===== config.mk =====
export PLATFORM = sky130hd
export DESIGN_NAME = quadrature_status_flags
export DESIGN_NICKNAME = d
export VERILOG_FILES = /design/src/rtl/quadrature_status_pkg.sv /design/src/rtl/quadrature_status_flags.sv
export SDC_FILE = /design/constraint.sdc
export NUM_CORES = 1
export LEC_CHECK = 0
export BUFFER_PORTS_ARGS = -buffer_cell sky130_fd_sc_hd__buf_2
export CAP_MARGIN = 20
export CORE_MARGIN = 2
export CORE_UTILIZATION = 55
export DETAILED_ROUTE_END_ITERATION = 8
export GPL_TIMING_DRIVEN = 1
export PLACE_DENSITY_LB_ADDON = 0.3
export SETUP_SLACK_MARGIN = 0.3
export SLEW_MARGIN = 20
export SYNTH_ARGS = -nofsm -noshare
export SYNTH_HDL_FRONTEND = slang
export SYNTH_SLANG_ARGS = --single-unit

===== constraint.sdc =====
create_clock -name clock -period 4.4 [get_ports clock]
set_input_delay 0.66 -clock clock [delete_from_list [all_inputs] [get_ports clock]]
set_output_delay 0.66 -clock clock [all_outputs]
set_load 0.1 [all_outputs]

===== src/rtl/quadrature_status_pkg.sv =====
// Constants for the quadrature encoder status and interrupt block.
// Assumes a 32-bit Avalon-MM slave with byte addresses, one word per register.
package quadrature_status_pkg;

    // Data path widths
    localparam int unsigned POS_W   = 32;  // Position counter and compare width
    localparam int unsigned NFLAG   = 7;   // Number of flag/enable pairs
    localparam int unsigned ADDR_W  = 5;   // Byte address width of the slave
    localparam int unsigned DATA_W  = 32;  // Bus data width
    localparam int unsigned MODE_W  = 3;   // Position init mode field width

    // Register byte offsets
    localparam logic [4:0] OFS_STATUS  = 5'h00; // encoder_status_and_irq_enable
    localparam logic [4:0] OFS_GE_CMP  = 5'h04; // ge_compare_value
    localparam logic [4:0] OFS_LE_CMP  = 5'h08; // le_compare_value
    localparam logic [4:0] OFS_CTRL    = 5'h0C; // position_init_mode
    localparam logic [4:0] OFS_EVENTS  = 5'h10; // Sticky event log, read clears
    localparam logic [4:0] OFS_EV_MASK = 5'h14; // Interrupt mask

    // Flag index; status bit of flag i is 2*i+1, its enable is 2*i
    localparam int unsigned IDX_GE     = 6;   // Bits 13 / 12
    localparam int unsigned IDX_LE     = 5;   // Bits 11 / 10
    localparam int unsigned IDX_POSOV  = 4;   // Bits 9 / 8
    localparam int unsigned IDX_HOMING = 3;   // Bits 7 / 6
    localparam int unsigned IDX_VELOV  = 2;   // Bits 5 / 4
    localparam int unsigned IDX_HOME   = 1;   // Bits 3 / 2
    localparam int unsigned IDX_INDEX  = 0;   // Bits 1 / 0

    // Init modes in which homing completion is reported
    localparam logic [2:0] MODE_HOME_A = 3'h3;
    localparam logic [2:0] MODE_HOME_B = 3'h4;

    // Reset values
    localparam logic [6:0]  RST_FLAGS = 7'h00;
    localparam logic [6:0]  RST_EN    = 7'h00;
    localparam logic [6:0]  RST_MASK  = 7'h7F;
    localparam logic [31:0] RST_CMP   = 32'h0000_0000;
    localparam logic [2:0]  RST_MODE  = 3'h0;

endpackage : quadrature_status_pkg

===== src/rtl/quadrature_status_flags.sv =====
// Status flags and interrupt enables of a quadrature encoder interface.
// Assumes events arrive as one-cycle pulses synchronous to clock and that
// the position count is a signed value from the counter in the same domain.
`timescale 1ns/1ns
`default_nettype none

module quadrature_status_flags (
    input  wire  logic        clock,                  // 125 MHz
    input  wire  logic        resetn,                 // Async, active low
    // Avalon-MM slave
    input  wire  logic [4:0]  address,                // Byte address
    input  wire  logic        read,                   // Read request
    input  wire  logic        write,                  // Write request
    input  wire  logic [31:0] writedata,              // Write data
    input  wire  logic [3:0]  byteenable,             // Byte lanes
    output logic [31:0]       readdata,               // Read data
    output logic              waitrequest,            // Stall
    // Counter side
    input  wire  logic [31:0] position_count,         // Signed position
    input  wire  logic        position_overflow_evt,  // Pulse
    input  wire  logic        velocity_overflow_evt,  // Pulse
    input  wire  logic        homing_reinit_evt,      // Pulse
    input  wire  logic        home_evt,               // Pulse
    input  wire  logic        index_evt,              // Pulse
    // Mode and interrupt
    output logic [2:0]        position_init_mode,     // To the counter
    output logic              irq                     // Level interrupt
);

    ////////////////////////////////////////////////////////////////////////
    // Helpers

    // Merge write data into a register under the byte enables
    function automatic logic [31:0] merge(
        input logic [31:0] old_v,
        input logic [31:0] new_v,
        input logic [3:0]  be
    );
        logic [31:0] r;
        r = old_v;
        for (int b = 0; b < 4; b++) begin
            if (be[b]) begin
                r[8*b +: 8] = new_v[8*b +: 8];
            end
        end
        return r;
    endfunction : merge

    // Interleave flags (odd bits) and enables (even bits)
    function automatic logic [31:0] pack(
        input logic [6:0] f,
        input logic [6:0] e
    );
        logic [31:0] r;
        r = 32'h0000_0000;
        for (int i = 0; i < 7; i++) begin
            r[2*i+1] = f[i];
            r[2*i]   = e[i];
        end
        return r;
    endfunction : pack

    ////////////////////////////////////////////////////////////////////////
    // Reset release

    logic rst_meta_q;   // First synchroniser stage
    logic rst_n_q;      // Released reset used everywhere

    // Assert at once, release after two edges
    always_ff @(posedge clock or negedge resetn) begin
        if (!resetn) begin
            rst_meta_q <= 1'b0;
            rst_n_q    <= 1'b0;
        end else begin
            rst_meta_q <= 1'b1;
            rst_n_q    <= rst_meta_q;
        end
    end

    ////////////////////////////////////////////////////////////////////////
    // Bus handshake

    logic        ack_q;     // High in the cycle the access completes
    logic        acc_wr;    // Write takes effect this edge
    logic        acc_rd;    // Read completes this edge
    logic [31:0] rd_mux;    // Read data selected by address

    // One wait state: request seen, then completed on the next edge
    always_ff @(posedge clock or negedge rst_n_q) begin
        if (!rst_n_q) begin
            ack_q <= 1'b0;
        end else begin
            ack_q <= (read | write) & ~ack_q;
        end
    end

    // Stall until the acknowledge cycle
    assign waitrequest = (read | write) & ~ack_q;
    assign acc_wr      = write & ack_q;
    assign acc_rd      = read & ack_q;

    ////////////////////////////////////////////////////////////////////////
    // Control registers

    logic [31:0] ge_cmp_q;   // ge_compare_value
    logic [31:0] le_cmp_q;   // le_compare_value
    logic [2:0]  mode_q;     // position_init_mode
    logic [6:0]  en_q;       // Per-flag interrupt enables
    logic [6:0]  mask_q;     // Mask on the interrupt output
    logic [31:0] mode_word;  // Mode register merged with write
    logic [31:0] mask_word;  // Mask register merged with write
    logic [31:0] stat_word;  // Status register merged with write
    logic [6:0]  flags_q;    // Flags in index order
    logic [6:0]  flags_d;    // Next flags

    assign mode_word = merge({29'h0, mode_q}, writedata, byteenable);
    assign mask_word = merge({25'h0, mask_q}, writedata, byteenable);
    assign stat_word = merge(pack(flags_q, en_q), writedata, byteenable);

    // Compare values
    always_ff @(posedge clock or negedge rst_n_q) begin
        if (!rst_n_q) begin
            ge_cmp_q <= quadrature_status_pkg::RST_CMP;
            le_cmp_q <= quadrature_status_pkg::RST_CMP;
        end else if (acc_wr && address == quadrature_status_pkg::OFS_GE_CMP) begin
            ge_cmp_q <= merge(ge_cmp_q, writedata, byteenable);
        end else if (acc_wr && address == quadrature_status_pkg::OFS_LE_CMP) begin
            le_cmp_q <= merge(le_cmp_q, writedata, byteenable);
        end
    end

    // Position init mode and interrupt mask
    always_ff @(posedge clock or negedge rst_n_q) begin
        if (!rst_n_q) begin
            mode_q <= quadrature_status_pkg::RST_MODE;
            mask_q <= quadrature_status_pkg::RST_MASK;
        end else if (acc_wr && address == quadrature_status_pkg::OFS_CTRL) begin
            mode_q <= mode_word[2:0];
        end else if (acc_wr && address == quadrature_status_pkg::OFS_EV_MASK) begin
            mask_q <= mask_word[6:0];
        end
    end

    // Enables sit in the even bits of the status register
    always_ff @(posedge clock or negedge rst_n_q) begin
        if (!rst_n_q) begin
            en_q <= quadrature_status_pkg::RST_EN;
        end else if (acc_wr && address == quadrature_status_pkg::OFS_STATUS) begin
            for (int i = 0; i < 7; i++) begin
                en_q[i] <= stat_word[2*i];
            end
        end
    end

    assign position_init_mode = mode_q;

    ////////////////////////////////////////////////////////////////////////
    // Flag sources

    logic       ge_hit;      // Count at or above GE compare
    logic       le_hit;      // Count at or below LE compare
    logic       homing_ok;   // Mode reports homing completion
    logic [6:0] set_vec;     // Hardware set per flag
    logic [6:0] clr_vec;     // Software clear per flag

    // Signed compares: the counter runs both ways through zero
    assign ge_hit = $signed(position_count) >= $signed(ge_cmp_q);
    assign le_hit = $signed(position_count) <= $signed(le_cmp_q);

    // Homing flag only meaningful in the two homing modes
    assign homing_ok = (mode_q == quadrature_status_pkg::MODE_HOME_A)
                     | (mode_q == quadrature_status_pkg::MODE_HOME_B);

    // Collect hardware sets in flag order
    always_comb begin
        set_vec = 7'h00;
        set_vec[quadrature_status_pkg::IDX_POSOV]  = position_overflow_evt;
        set_vec[quadrature_status_pkg::IDX_HOMING] = homing_reinit_evt
                                                   & homing_ok;
        set_vec[quadrature_status_pkg::IDX_VELOV]  = velocity_overflow_evt;
        set_vec[quadrature_status_pkg::IDX_HOME]   = home_evt;
        set_vec[quadrature_status_pkg::IDX_INDEX]  = index_evt;
    end

    // A zero written to a flag bit clears it; a one does nothing
    always_comb begin
        clr_vec = 7'h00;
        if (acc_wr && address == quadrature_status_pkg::OFS_STATUS) begin
            for (int i = 0; i < 7; i++) begin
                clr_vec[i] = ~stat_word[2*i+1];
            end
        end
    end

    ////////////////////////////////////////////////////////////////////////
    // Status flags

    // Flag state is declared beside the status write merge, which reads it

    // Event flags are sticky; set wins over a clear in the same cycle
    always_comb begin
        flags_d = flags_q;
        for (int i = 0; i < 5; i++) begin
            if (set_vec[i]) begin
                flags_d[i] = 1'b1;
            end else if (clr_vec[i]) begin
                flags_d[i] = 1'b0;
            end
        end
        // Compare flags follow the comparison, so a clear only holds
        // once the count has left the window
        flags_d[quadrature_status_pkg::IDX_GE] = ge_hit;
        flags_d[quadrature_status_pkg::IDX_LE] = le_hit;
    end

    // Flags start clear
    always_ff @(posedge clock or negedge rst_n_q) begin
        if (!rst_n_q) begin
            flags_q <= quadrature_status_pkg::RST_FLAGS;
        end else begin
            flags_q <= flags_d;
        end
    end

    ////////////////////////////////////////////////////////////////////////
    // Event log and interrupt

    logic [6:0] ev_q;      // Sticky log of flag rises
    logic [6:0] rise;      // Flags rising this cycle
    logic       ev_rdclr;  // Event log read completes

    assign rise     = flags_d & ~flags_q;
    assign ev_rdclr = acc_rd && address == quadrature_status_pkg::OFS_EVENTS;

    // Read clears only the bits it returned, so a rise during the wait
    // state or in the completing cycle is kept for the next read
    always_ff @(posedge clock or negedge rst_n_q) begin
        if (!rst_n_q) begin
            ev_q <= 7'h00;
        end else if (ev_rdclr) begin
            ev_q <= (ev_q & ~readdata[6:0]) | rise;
        end else begin
            ev_q <= ev_q | rise;
        end
    end

    // Level request while any enabled, unmasked flag stands
    always_ff @(posedge clock or negedge rst_n_q) begin
        if (!rst_n_q) begin
            irq <= 1'b0;
        end else begin
            irq <= |(flags_q & en_q & mask_q);
        end
    end

    ////////////////////////////////////////////////////////////////////////
    // Read path

    // Address decode; unmapped addresses read zero
    always_comb begin
        if (address == quadrature_status_pkg::OFS_STATUS) begin
            rd_mux = pack(flags_q, en_q);
        end else if (address == quadrature_status_pkg::OFS_GE_CMP) begin
            rd_mux = ge_cmp_q;
        end else if (address == quadrature_status_pkg::OFS_LE_CMP) begin
            rd_mux = le_cmp_q;
        end else if (address == quadrature_status_pkg::OFS_CTRL) begin
            rd_mux = {29'h0, mode_q};
        end else if (address == quadrature_status_pkg::OFS_EVENTS) begin
            rd_mux = {25'h0, ev_q};
        end else if (address == quadrature_status_pkg::OFS_EV_MASK) begin
            rd_mux = {25'h0, mask_q};
        end else begin
            rd_mux = 32'h0000_0000;
        end
    end

    // Capture in the stall cycle so data stands at the completing edge
    always_ff @(posedge clock or negedge rst_n_q) begin
        if (!rst_n_q) begin
            readdata <= 32'h0000_0000;
        end else if (read && !ack_q) begin
            readdata <= rd_mux;
        end
    end

endmodule : quadrature_status_flags

`default_nettype wire


# Word level (Yosys, flattened, before mapping)
# Cells that the tools add are included.
# op_classes
n_lt_le_gt_ge,2
eq_ne,7
n_mux,20
bitwise,22
reduce_logical,22
# ops
operator,count
2-to-1 mux 32 bit,3
greater-or-equal comparator 32 bit,1
less-or-equal comparator 32 bit,1
AND 7 bit,4
2-to-1 mux 7 bit,4
AND reduction 3 bit,5
NOT 7 bit,2
bitwise OR 7 bit,2
AND reduction 2 bit,7
equality test 5 x 4 -> 1 bit (second input constant),2
equality test 5 bit (second input constant),2
2-to-1 mux 1 bit,10
2-to-1 mux 8 bit,1
NOT 1 bit,8
logical AND 1 bit,7
OR reduction 7 bit,1
2-to-1 mux 6 bit,1
equality test 5 x 3 -> 1 bit (second input constant),1
logical NOT 5 bit,1
2-to-1 mux 5 bit,1
AND 1 bit,4
equality test 3 x 2 -> 1 bit (second input constant),1
equality test 3 bit (second input constant),1
bitwise OR 1 bit,2
logical NOT 1 bit,1
# totals
register_bits,131
in_bits,82
elab_cells,92

# Longest topological paths before layout
# Gate-level depths: netlist (run 1).
# depth
word_depth,8
mapped_depth,8
mapped_depth_nobuf,8

# Least setup slack after synthesis (run 1)
# OpenSTA, ideal clock, no wires.
# synth_timing
path_type,in2out
startpoint,input port read
endpoint,output port waitrequest
arrival_ns,1.972
path_slack_ns,1.768
stages,2
path_buffers,0
cell_sequence,nor2_1 > nor2_1
# synth_between
elab_chain_len,2
# synth_lines
element,line,rtl
from (decl),quadrature_status_flags.sv:12,"input wire logic read,"
bitwise OR 1 bit,quadrature_status_flags.sv:98,assign waitrequest = (read | write) & ~ack_q;
AND 1 bit,quadrature_status_flags.sv:98,
to (decl),quadrature_status_flags.sv:17,"output logic waitrequest,"
# No other way between the ends.

# Final worst setup path (run 1)
# layout_timing
startpoint,register ge_cmp_q[30]
endpoint,register ev_q[6]
# layout_between
elab_chain_len,4
word_cells_on_any_way,5
classes_between,order compare (1); mux (1); bitwise (3)
# layout_lines
element,line,rtl
from (decl),quadrature_status_flags.sv:105,logic [31:0] ge_cmp_q;
from (signal assigned),quadrature_status_flags.sv:123,ge_cmp_q <= quadrature_status_pkg::RST_CMP;
from (signal assigned),quadrature_status_flags.sv:126,"ge_cmp_q <= merge(ge_cmp_q, writedata, byteenable);"
greater-or-equal comparator 32 bit *,quadrature_status_flags.sv:167,assign ge_hit = $signed(position_count) >= $signed(ge_cmp_q);
AND 7 bit *,quadrature_status_flags.sv:232,assign rise = flags_d & ~flags_q;
bitwise OR 7 bit (on tied branches),"quadrature_status_flags.sv:243, quadrature_status_flags.sv:241",
2-to-1 mux 7 bit *,quadrature_status_flags.sv:240,end else if (ev_rdclr) begin
to (signal assigned),quadrature_status_flags.sv:241,ev_q <= (ev_q & ~readdata[6:0]) | rise;
to (signal assigned),quadrature_status_flags.sv:243,ev_q <= ev_q | rise;
to (decl),quadrature_status_flags.sv:228,logic [6:0] ev_q;
# Mark *: on every way between the ends. The rest lies on a longest branch, timed or not.
# A chain may end at the register's enable or synchronous reset.

==> metrics, run 1 <==
Post-Synthesis Cells=between 600 and 700; Final Hold Vio Count=0; GP Congestion=0.9560; post-CTS setup buffers=0; die area=0.01379 mm²; Period minus WS final=2.323 ns; Main synth FF type=dfrtp_1; status=finished, final reports clean; Fmax=0.4304 GHz; synth warn=0; GRT Util Overall=0.2849; P_leak=0.004085 µW; synth unique cells=50; Layout Skew=approximately 0.0067 ns; max cap viols=0; top cells by area, synth=dfrtp_1 (44%), ha_1 (11%), mux2_2 (11%); vias in the first global route=around 6000; initial antenna violation count=0; syn_area_per_cell=about 10 µm²; Synth Cell Area=0.007076 mm²; worst reg2reg path depth=8; crit path max fanout=4; GRT overflow=0; slowest CP cell=or4_1; final core utilization=0.6722; R2R setup slack=2.08 ns; Yosys top cell area share=0.4385; die width=between 100 and 150 µm; RSZ-0062 raised after global routing=no; Max rail drop VDD=0.2647 mV; Clock transition at path regs=0.06 ns; slew margin rel.=0.3097; Die Span Y=117.4 µm; Yosys top cell by area=dfrtp_1; delay-heaviest family, CP=simple AND/OR/NAND/NOR gates; H-tree depth=4; number of synthesized flops with an enable pin=0; DRC viols=0; initial core utilization=0.5630; antenna violation net count after detailed routing=0; vias after detailed routing=5821; Hold Buf Count CTS=0; CP arrival=2.63 ns; Setup crit start kind=flop; register area share after synthesis=0.4645; post-synthesis register bit count=131; WL/cell=18.90 µm; Worst EP required=4.71 ns; CTS root buf=clkbuf_16; Worst-Skew Late Latency=between 0.4 and 0.5 ns; HPWL Detailed=~14000 µm; share of layout cells above drive strength 1=0.2968; fin crit share=0.5280; capture point of the worst reg-to-reg path=ev_q[6]; Core ar.=around 0.013 mm²; CTS tree=built; post_cts resized=0; Max Buffers Root-to-Sink=2; # clock sinks=131; CP Capture Type=flop; Pre-antenna DRT Iters=6; port buffer count=118; WL final=~19000 µm; IO Count=~120; reg2reg start=ge_cmp_q[30]; FFs w/ async S/R, synth=1.000; Synth-to-Final Area Change=19.40%; syn_nets=about 830; Worst path max stage delay=0.46 ns; DR iter-0 viols=561; max-slew violations=0; Layout Nets=~960; critical path type=flop to flop; CTS buffer count=17; Slew @ Worst Pin=1.032 ns; Setup violations, final=0; fillers=just under 1000; worst hold path class=input pin to asynchronous set/reset pin; PwrDens=around 440 mW/mm²; DR vias/cell=5.856; worst path buffer plus inverter count=1; pin count of the biggest net entering global routing=73; setup_tns=0 ns; first-pass GRT wire length=30910 µm; Cell Chain, Critical Path=inv_1 > ha_1 > nand4_1 > nor2_1 > a22o_1 > or4_1 > a2111oi_2 > o31ai_1; Row Count=41; n_diodes=0
==> final cells by class <==
| class | instances | area, µm² | area share |
|---|---|---|---|
| multi-input combinational | 464 | 3422 | 0.4051 |
| sequential | 131 | 3291 | 0.3895 |
| timing repair buffer | 126 | 650.6 | 0.07701 |
| clock buffer | 19 | 452.9 | 0.05361 |
| inverter | 69 | 259.0 | 0.03066 |
| tap | 172 | 215.2 | 0.02547 |
| clock inverter | 13 | 157.7 | 0.01866 |
==> worst max-delay path by stage <==
stage | start | to | slack [ns] | cells after the start
floorplan | rst_n_q | ack_q | 0.49 | 0
global placement | address[4] | ge_cmp_q[0] | 1.74 | 6
detailed placement | position_count[7] | ev_q[5] | 1.72 | 8
CTS | le_cmp_q[14] | ev_q[5] | 2.10 | 8
global route | address[4] | ge_cmp_q[12] | 1.89 | 5
finish | ge_cmp_q[30] | ev_q[6] | 2.08 | 8
==> metal layers <==
layer / GRT usage / vias up / share of wire
li1: - / 2703 / -
met1: 0.3714 / 2841 / 0.42
met2: 0.4689 / 244 / 0.48
met3: 0.07053 / 33 / 0.074
met4: 0.09262 / 0 / 0.018
met5: 0 / - / 0
==> state kept, by name (all words and copies together), names as in the netlist <==
name	count
ack_q	1
position_init_mode	3
en_q	7
rst_meta_q	1
ge_cmp_q	32
flags_q	7
le_cmp_q	32
mask_q	7
irq	1
rst_n_q	1
readdata	32
ev_q	7
==> Yosys cell counts, drive strengths merged (4+ instances only) <==
cell / count
inv: 69
nand4: 19
mux2: 66
a32o: 4
dfstp: 7
and3: 5
a21oi: 31
a222oi: 7
nand2: 75
dfrtp: 124
clkbuf: 11
o21ai: 49
nand3: 9
ha: 64
o211ai: 4
nor2: 55
a221oi: 25
buf: 13
nor4: 4
or3: 4
nor3: 5
a21o: 4
mux2i: 4
==> stage by stage <==
| step | power (µW) | area (µm²) | instances | worst slack (ns) | hold slack (ns) |
|---|---|---|---|---|---|
| floorplan | 2037 | 7076 | 688 | 0.4922 | 0.3312 |
| global placement | 2235 | 7838 | 962 | 1.745 | 0.3383 |
| detailed placement | 2267 | 7838 | 962 | 1.720 | 0.3420 |
| CTS | 3718 | 8448 | 994 | 2.099 | 0.002134 |
| global route | 3849 | 8448 | 994 | 1.886 | 0.004231 |
| finish | 3702 | 8448 | 994 | 2.077 | 0.007068 |
==> power by group <==
group / internal [µW] / switching (µW)
clock: 917 / 529
sequential: 1340 / 103
combinational: 231 / 587
total: 2480 / 1220
==> worst register-to-register path: cells and delay by family (launching register included) <==
kind / cells / cell delay, ns
simple gates: 3 / 0.77
compound gates: 3 / 0.68
flops: 1 / 0.38
fa+ha+maj: 1 / 0.32
buf+inv: 1 / 0.07
==> cell usage in the layout, fill, tap and decap left out, drive strengths merged, types with 5 or more instances in the layout <==
cell type,instances
buf,126
dfstp,7
a221oi,25
dfrtp,124
nor2,55
clkinv,5
o21ai,49
nand4,19
nand2,75
ha,64
mux2,66
nor3,5
a222oi,7
and3,5
clkbuf,19
nand3,9
a21oi,31
inv,70
==> logic make-up (layout without fill, tap and decap cells) <==
family,Yosys count,count (layout),share of synthesized area
other,1,1,0.0005300
DFF,131,131,0.4645
buffers and inverters,93,227,0.05358
muxes,70,70,0.1107
AOI/OAI and AO/OA,141,141,0.1317
adders and majority gates,64,64,0.1132
and+or+nand+nor,188,188,0.1257
No activity file was read; power rests on OpenSTA's default activity.
==> run 2, diff against run 1 <==
ABC_AREA = 1   (was default)
CORE_UTILIZATION = 52   (was 55)
clock period = 2.1 ns   (was 4.4 ns; I/O delays follow)
==> metrics, run 2 <==
P_leak=0.004800 µW (+18%); Cell Chain, Critical Path=inv_1 > ha_1 > a21oi_1 > o21a_1 > nand2_1 > a21oi_2 > nand2_1 > nand2_1 > nand3_1 > nand2_1 > nand2_1; Seq pwr share=0.394 (+0.005); post-synthesis register bit count=131 (unchanged); Critical path origin=le_cmp_q[29]; pin count of the biggest net entering global routing=41 (-44%); WL final=19550 µm (+4.1%); most frequent cells in the layout=nand2_1 (228), dfrtp_1 (123), inv_1 (121), buf_2 (118), o21ai_0 (87); Synth-to-Final Area Change=25.28%; CP arrival=2.07 ns (-0.56 ns); WL/cell=15.56 µm (-18%); DR iter-0 viols=510 (-9.1%); PnR worst setup slack=0.3436 ns (-1.733 ns); die area=0.01514 mm² (+9.8%); NetSw=2372 µW (+95%); CTS root buf=clkbuf_16; max-slew violations=0 (unchanged); Die Span Y=123.0 µm (+4.8%); top cells by count, synth=nand2_1 (242), inv_1 (138), dfrtp_1 (124); # clock sinks=131 (unchanged); synth unique cells=32 (-36%); GRT overflow=0 (unchanged); Internal Power=5102 µW (+110%); Yosys top cell by area=dfrtp_1; slowest CP cell=dfrtp_1; Row Count=43 (+4.9%); Setup violations, final=0 (unchanged); fillers=1157 (+17%); critical path type=flop to flop; setup_tns=0 ns (unchanged); antenna violation net count after detailed routing=0 (unchanged); Final Cell Area=0.009233 mm² (+9.3%); Setup crit start kind=flop; Worst EP required=2.41 ns (-2.30 ns); sw frac=0.3173 (-0.01194); H-tree depth=4 (unchanged); Yosys top cell area share=0.4211 (-0.01750); IO Count=119 (unchanged); HPWL Detailed=13580 µm (-2.6%); top cells by area, synth=dfrtp_1 (42%), nand2_1 (12%), ha_1 (11%); top-count cell post-synth=nand2_1; Period minus WS final=1.756 ns (-0.5668 ns); final core utilization=0.6651 (-0.007041); Post-Synthesis Cells=916 (+33%); pre-CTS WS=0.1534 ns (-1.566 ns); share of layout cells above drive strength 1=0.2721 (-0.02478); number of synthesized flops with an enable pin=0 (unchanged); Synth Cell Area=0.007370 mm² (+4.2%); Worst path max stage delay=0.35 ns (-0.11 ns); GP Congestion=0.8912 (-6.8%); Final Hold Vio Count=0 (unchanged); first-pass GRT wire length=30320 µm (-1.9%); Main synth FF type=dfrtp_1; synth warn=0 (unchanged); Worst-Skew Late Latency=0.43 ns (about the same); syn_area_per_cell=8.045 µm² (-22%); vias after detailed routing=6558 (+13%); CP Capture Type=flop; most frequent CP cell=nand2_1; DRC viols=0 (unchanged); RSZ-0062 raised after global routing=yes; FFs w/ async S/R, synth=1.000 (unchanged); DR vias/cell=5.217 (-11%); n_diodes=0 (unchanged); syn_nets=1062 (+27%); status=finished, final reports clean; reg2reg start=le_cmp_q[29]; hold path start=velocity_overflow_evt; Max Buffers Root-to-Sink=2 (unchanged); PwrDens=809.5 mW/mm² (+85%); Core ar.=0.01388 mm² (+10%); Clock Power Share=0.388 (-0.003); fin crit share=0.8364 (+0.3084); register area share after synthesis=0.4460 (-0.01853); worst hold path class=input pin to flop; max cap viols=0 (unchanged); Layout Nets=1210 (+27%); Slew @ Worst Pin=0.5535 ns (-0.4781 ns); Fmax=0.5694 GHz (+32%); Clock transition at path regs=0.06 ns (about the same); Layout Skew=0.008483 ns (+0.001786 ns); CTS buffer count=17 (unchanged); Pre-antenna DRT Iters=5 (-1); GRT Util Overall=0.2629 (-0.02198); port buffer count=118 (unchanged); die width=123.0 µm (+4.8%); slew margin rel.=0.6310 (+0.3213); Max rail drop VDD=0.6056 mV (+130%); commonest non-fill, non-tap cell in the layout=nand2_1; initial antenna violation count=0 (unchanged); crit path max fanout=3 (-1); initial core utilization=0.5309 (-0.03205); Post-DP Area=0.008182 mm² (+4.4%); Comb pwr share=0.219 (-0.002); top flop regs=ge_cmp_q (32), le_cmp_q (32), readdata (32); CTS tree=built; vias in the first global route=6092 (+0.016%)
[run 2: worst paths after layout]
check	to	slack [ns]	depth (start not counted)
min in group asynchronous	rst_n_q	0.19	2
worst max-delay path	ev_q[5]	0.34	11
worst min-delay path	flags_q[2]	0.09	3
worst max register to register	ev_q[5]	0.34	11
max in group asynchronous	readdata[11]	1.05	1
worst min register to register	le_cmp_q[28]	0.32	0
[run 2: final cells by class]
cell class | count | area (µm²) | area share
multi-input combinational | 620 | 3737 | 0.4048
sequential | 131 | 3291 | 0.3564
clock inverter | 9 | 105.1 | 0.01138
tap | 180 | 225.2 | 0.02439
inverter | 142 | 533.0 | 0.05773
timing repair buffer | 152 | 873.3 | 0.09459
clock buffer | 23 | 467.9 | 0.05068
[run 2: timing repair]
item	CTS	global route
setup buffers	0	19
hold buffers	1	0
pin swaps	0	20
gates resized for setup	4	68
hold endpoints to repair	2	0
endpoints found under the setup margin	3	19
[run 2: cells by family after synthesis]
logic type	Yosys count	share of synthesized area
buffers and inverters	165	0.09168
other	1	0.0005088
AOI/OAI and AO/OA	201	0.1542
and+or+nand+nor	354	0.1990
adders and majority gates	64	0.1087
DFF	131	0.4460
[run 2: worst max-delay path, delay by kind of cell, from the launching register on]
family / cells / cell delay [ns]
adders and majority gates: 1 / 0.25
and+or+nand+nor: 6 / 0.42
AOI/OAI and AO/OA: 3 / 0.52
DFF: 1 / 0.35
buffers and inverters: 1 / 0.09
[run 2: routing by layer]
| layer | routed length, µm | GRT usage | vias up |
|---|---|---|---|
| li1 | - | - | 3233 |
| met1 | 8732 | 0.3665 | 3051 |
| met2 | 9193 | 0.4144 | 250 |
| met3 | 1375 | 0.05535 | 24 |
| met4 | 252 | 0.07955 | 0 |
| met5 | 0 | 0 | - |
[run 2: power by group through the flow]
| stage | registers, µW | logic [µW] | clock network, µW |
|---|---|---|---|
| floorplan | 3310 | 698 | 0 |
| global placement | 2970 | 1420 | 0 |
| detailed placement | 2980 | 1450 | 0 |
| CTS | 2940 | 1470 | 2930 |
| global route | 2970 | 1820 | 3040 |
| finish | 2940 | 1630 | 2900 |
[run 2: stage by stage]
stage | std cells | hold slack [ns] | power, µW
after global placement | 1205 | 0.1021 | 4395
after global routing | 1257 | 0.08851 | 7828
final | 1257 | 0.08582 | 7474
after detailed placement | 1205 | 0.1013 | 4431
after floorplan | 916 | 0.01941 | 4009
after CTS | 1238 | 0.08565 | 7333
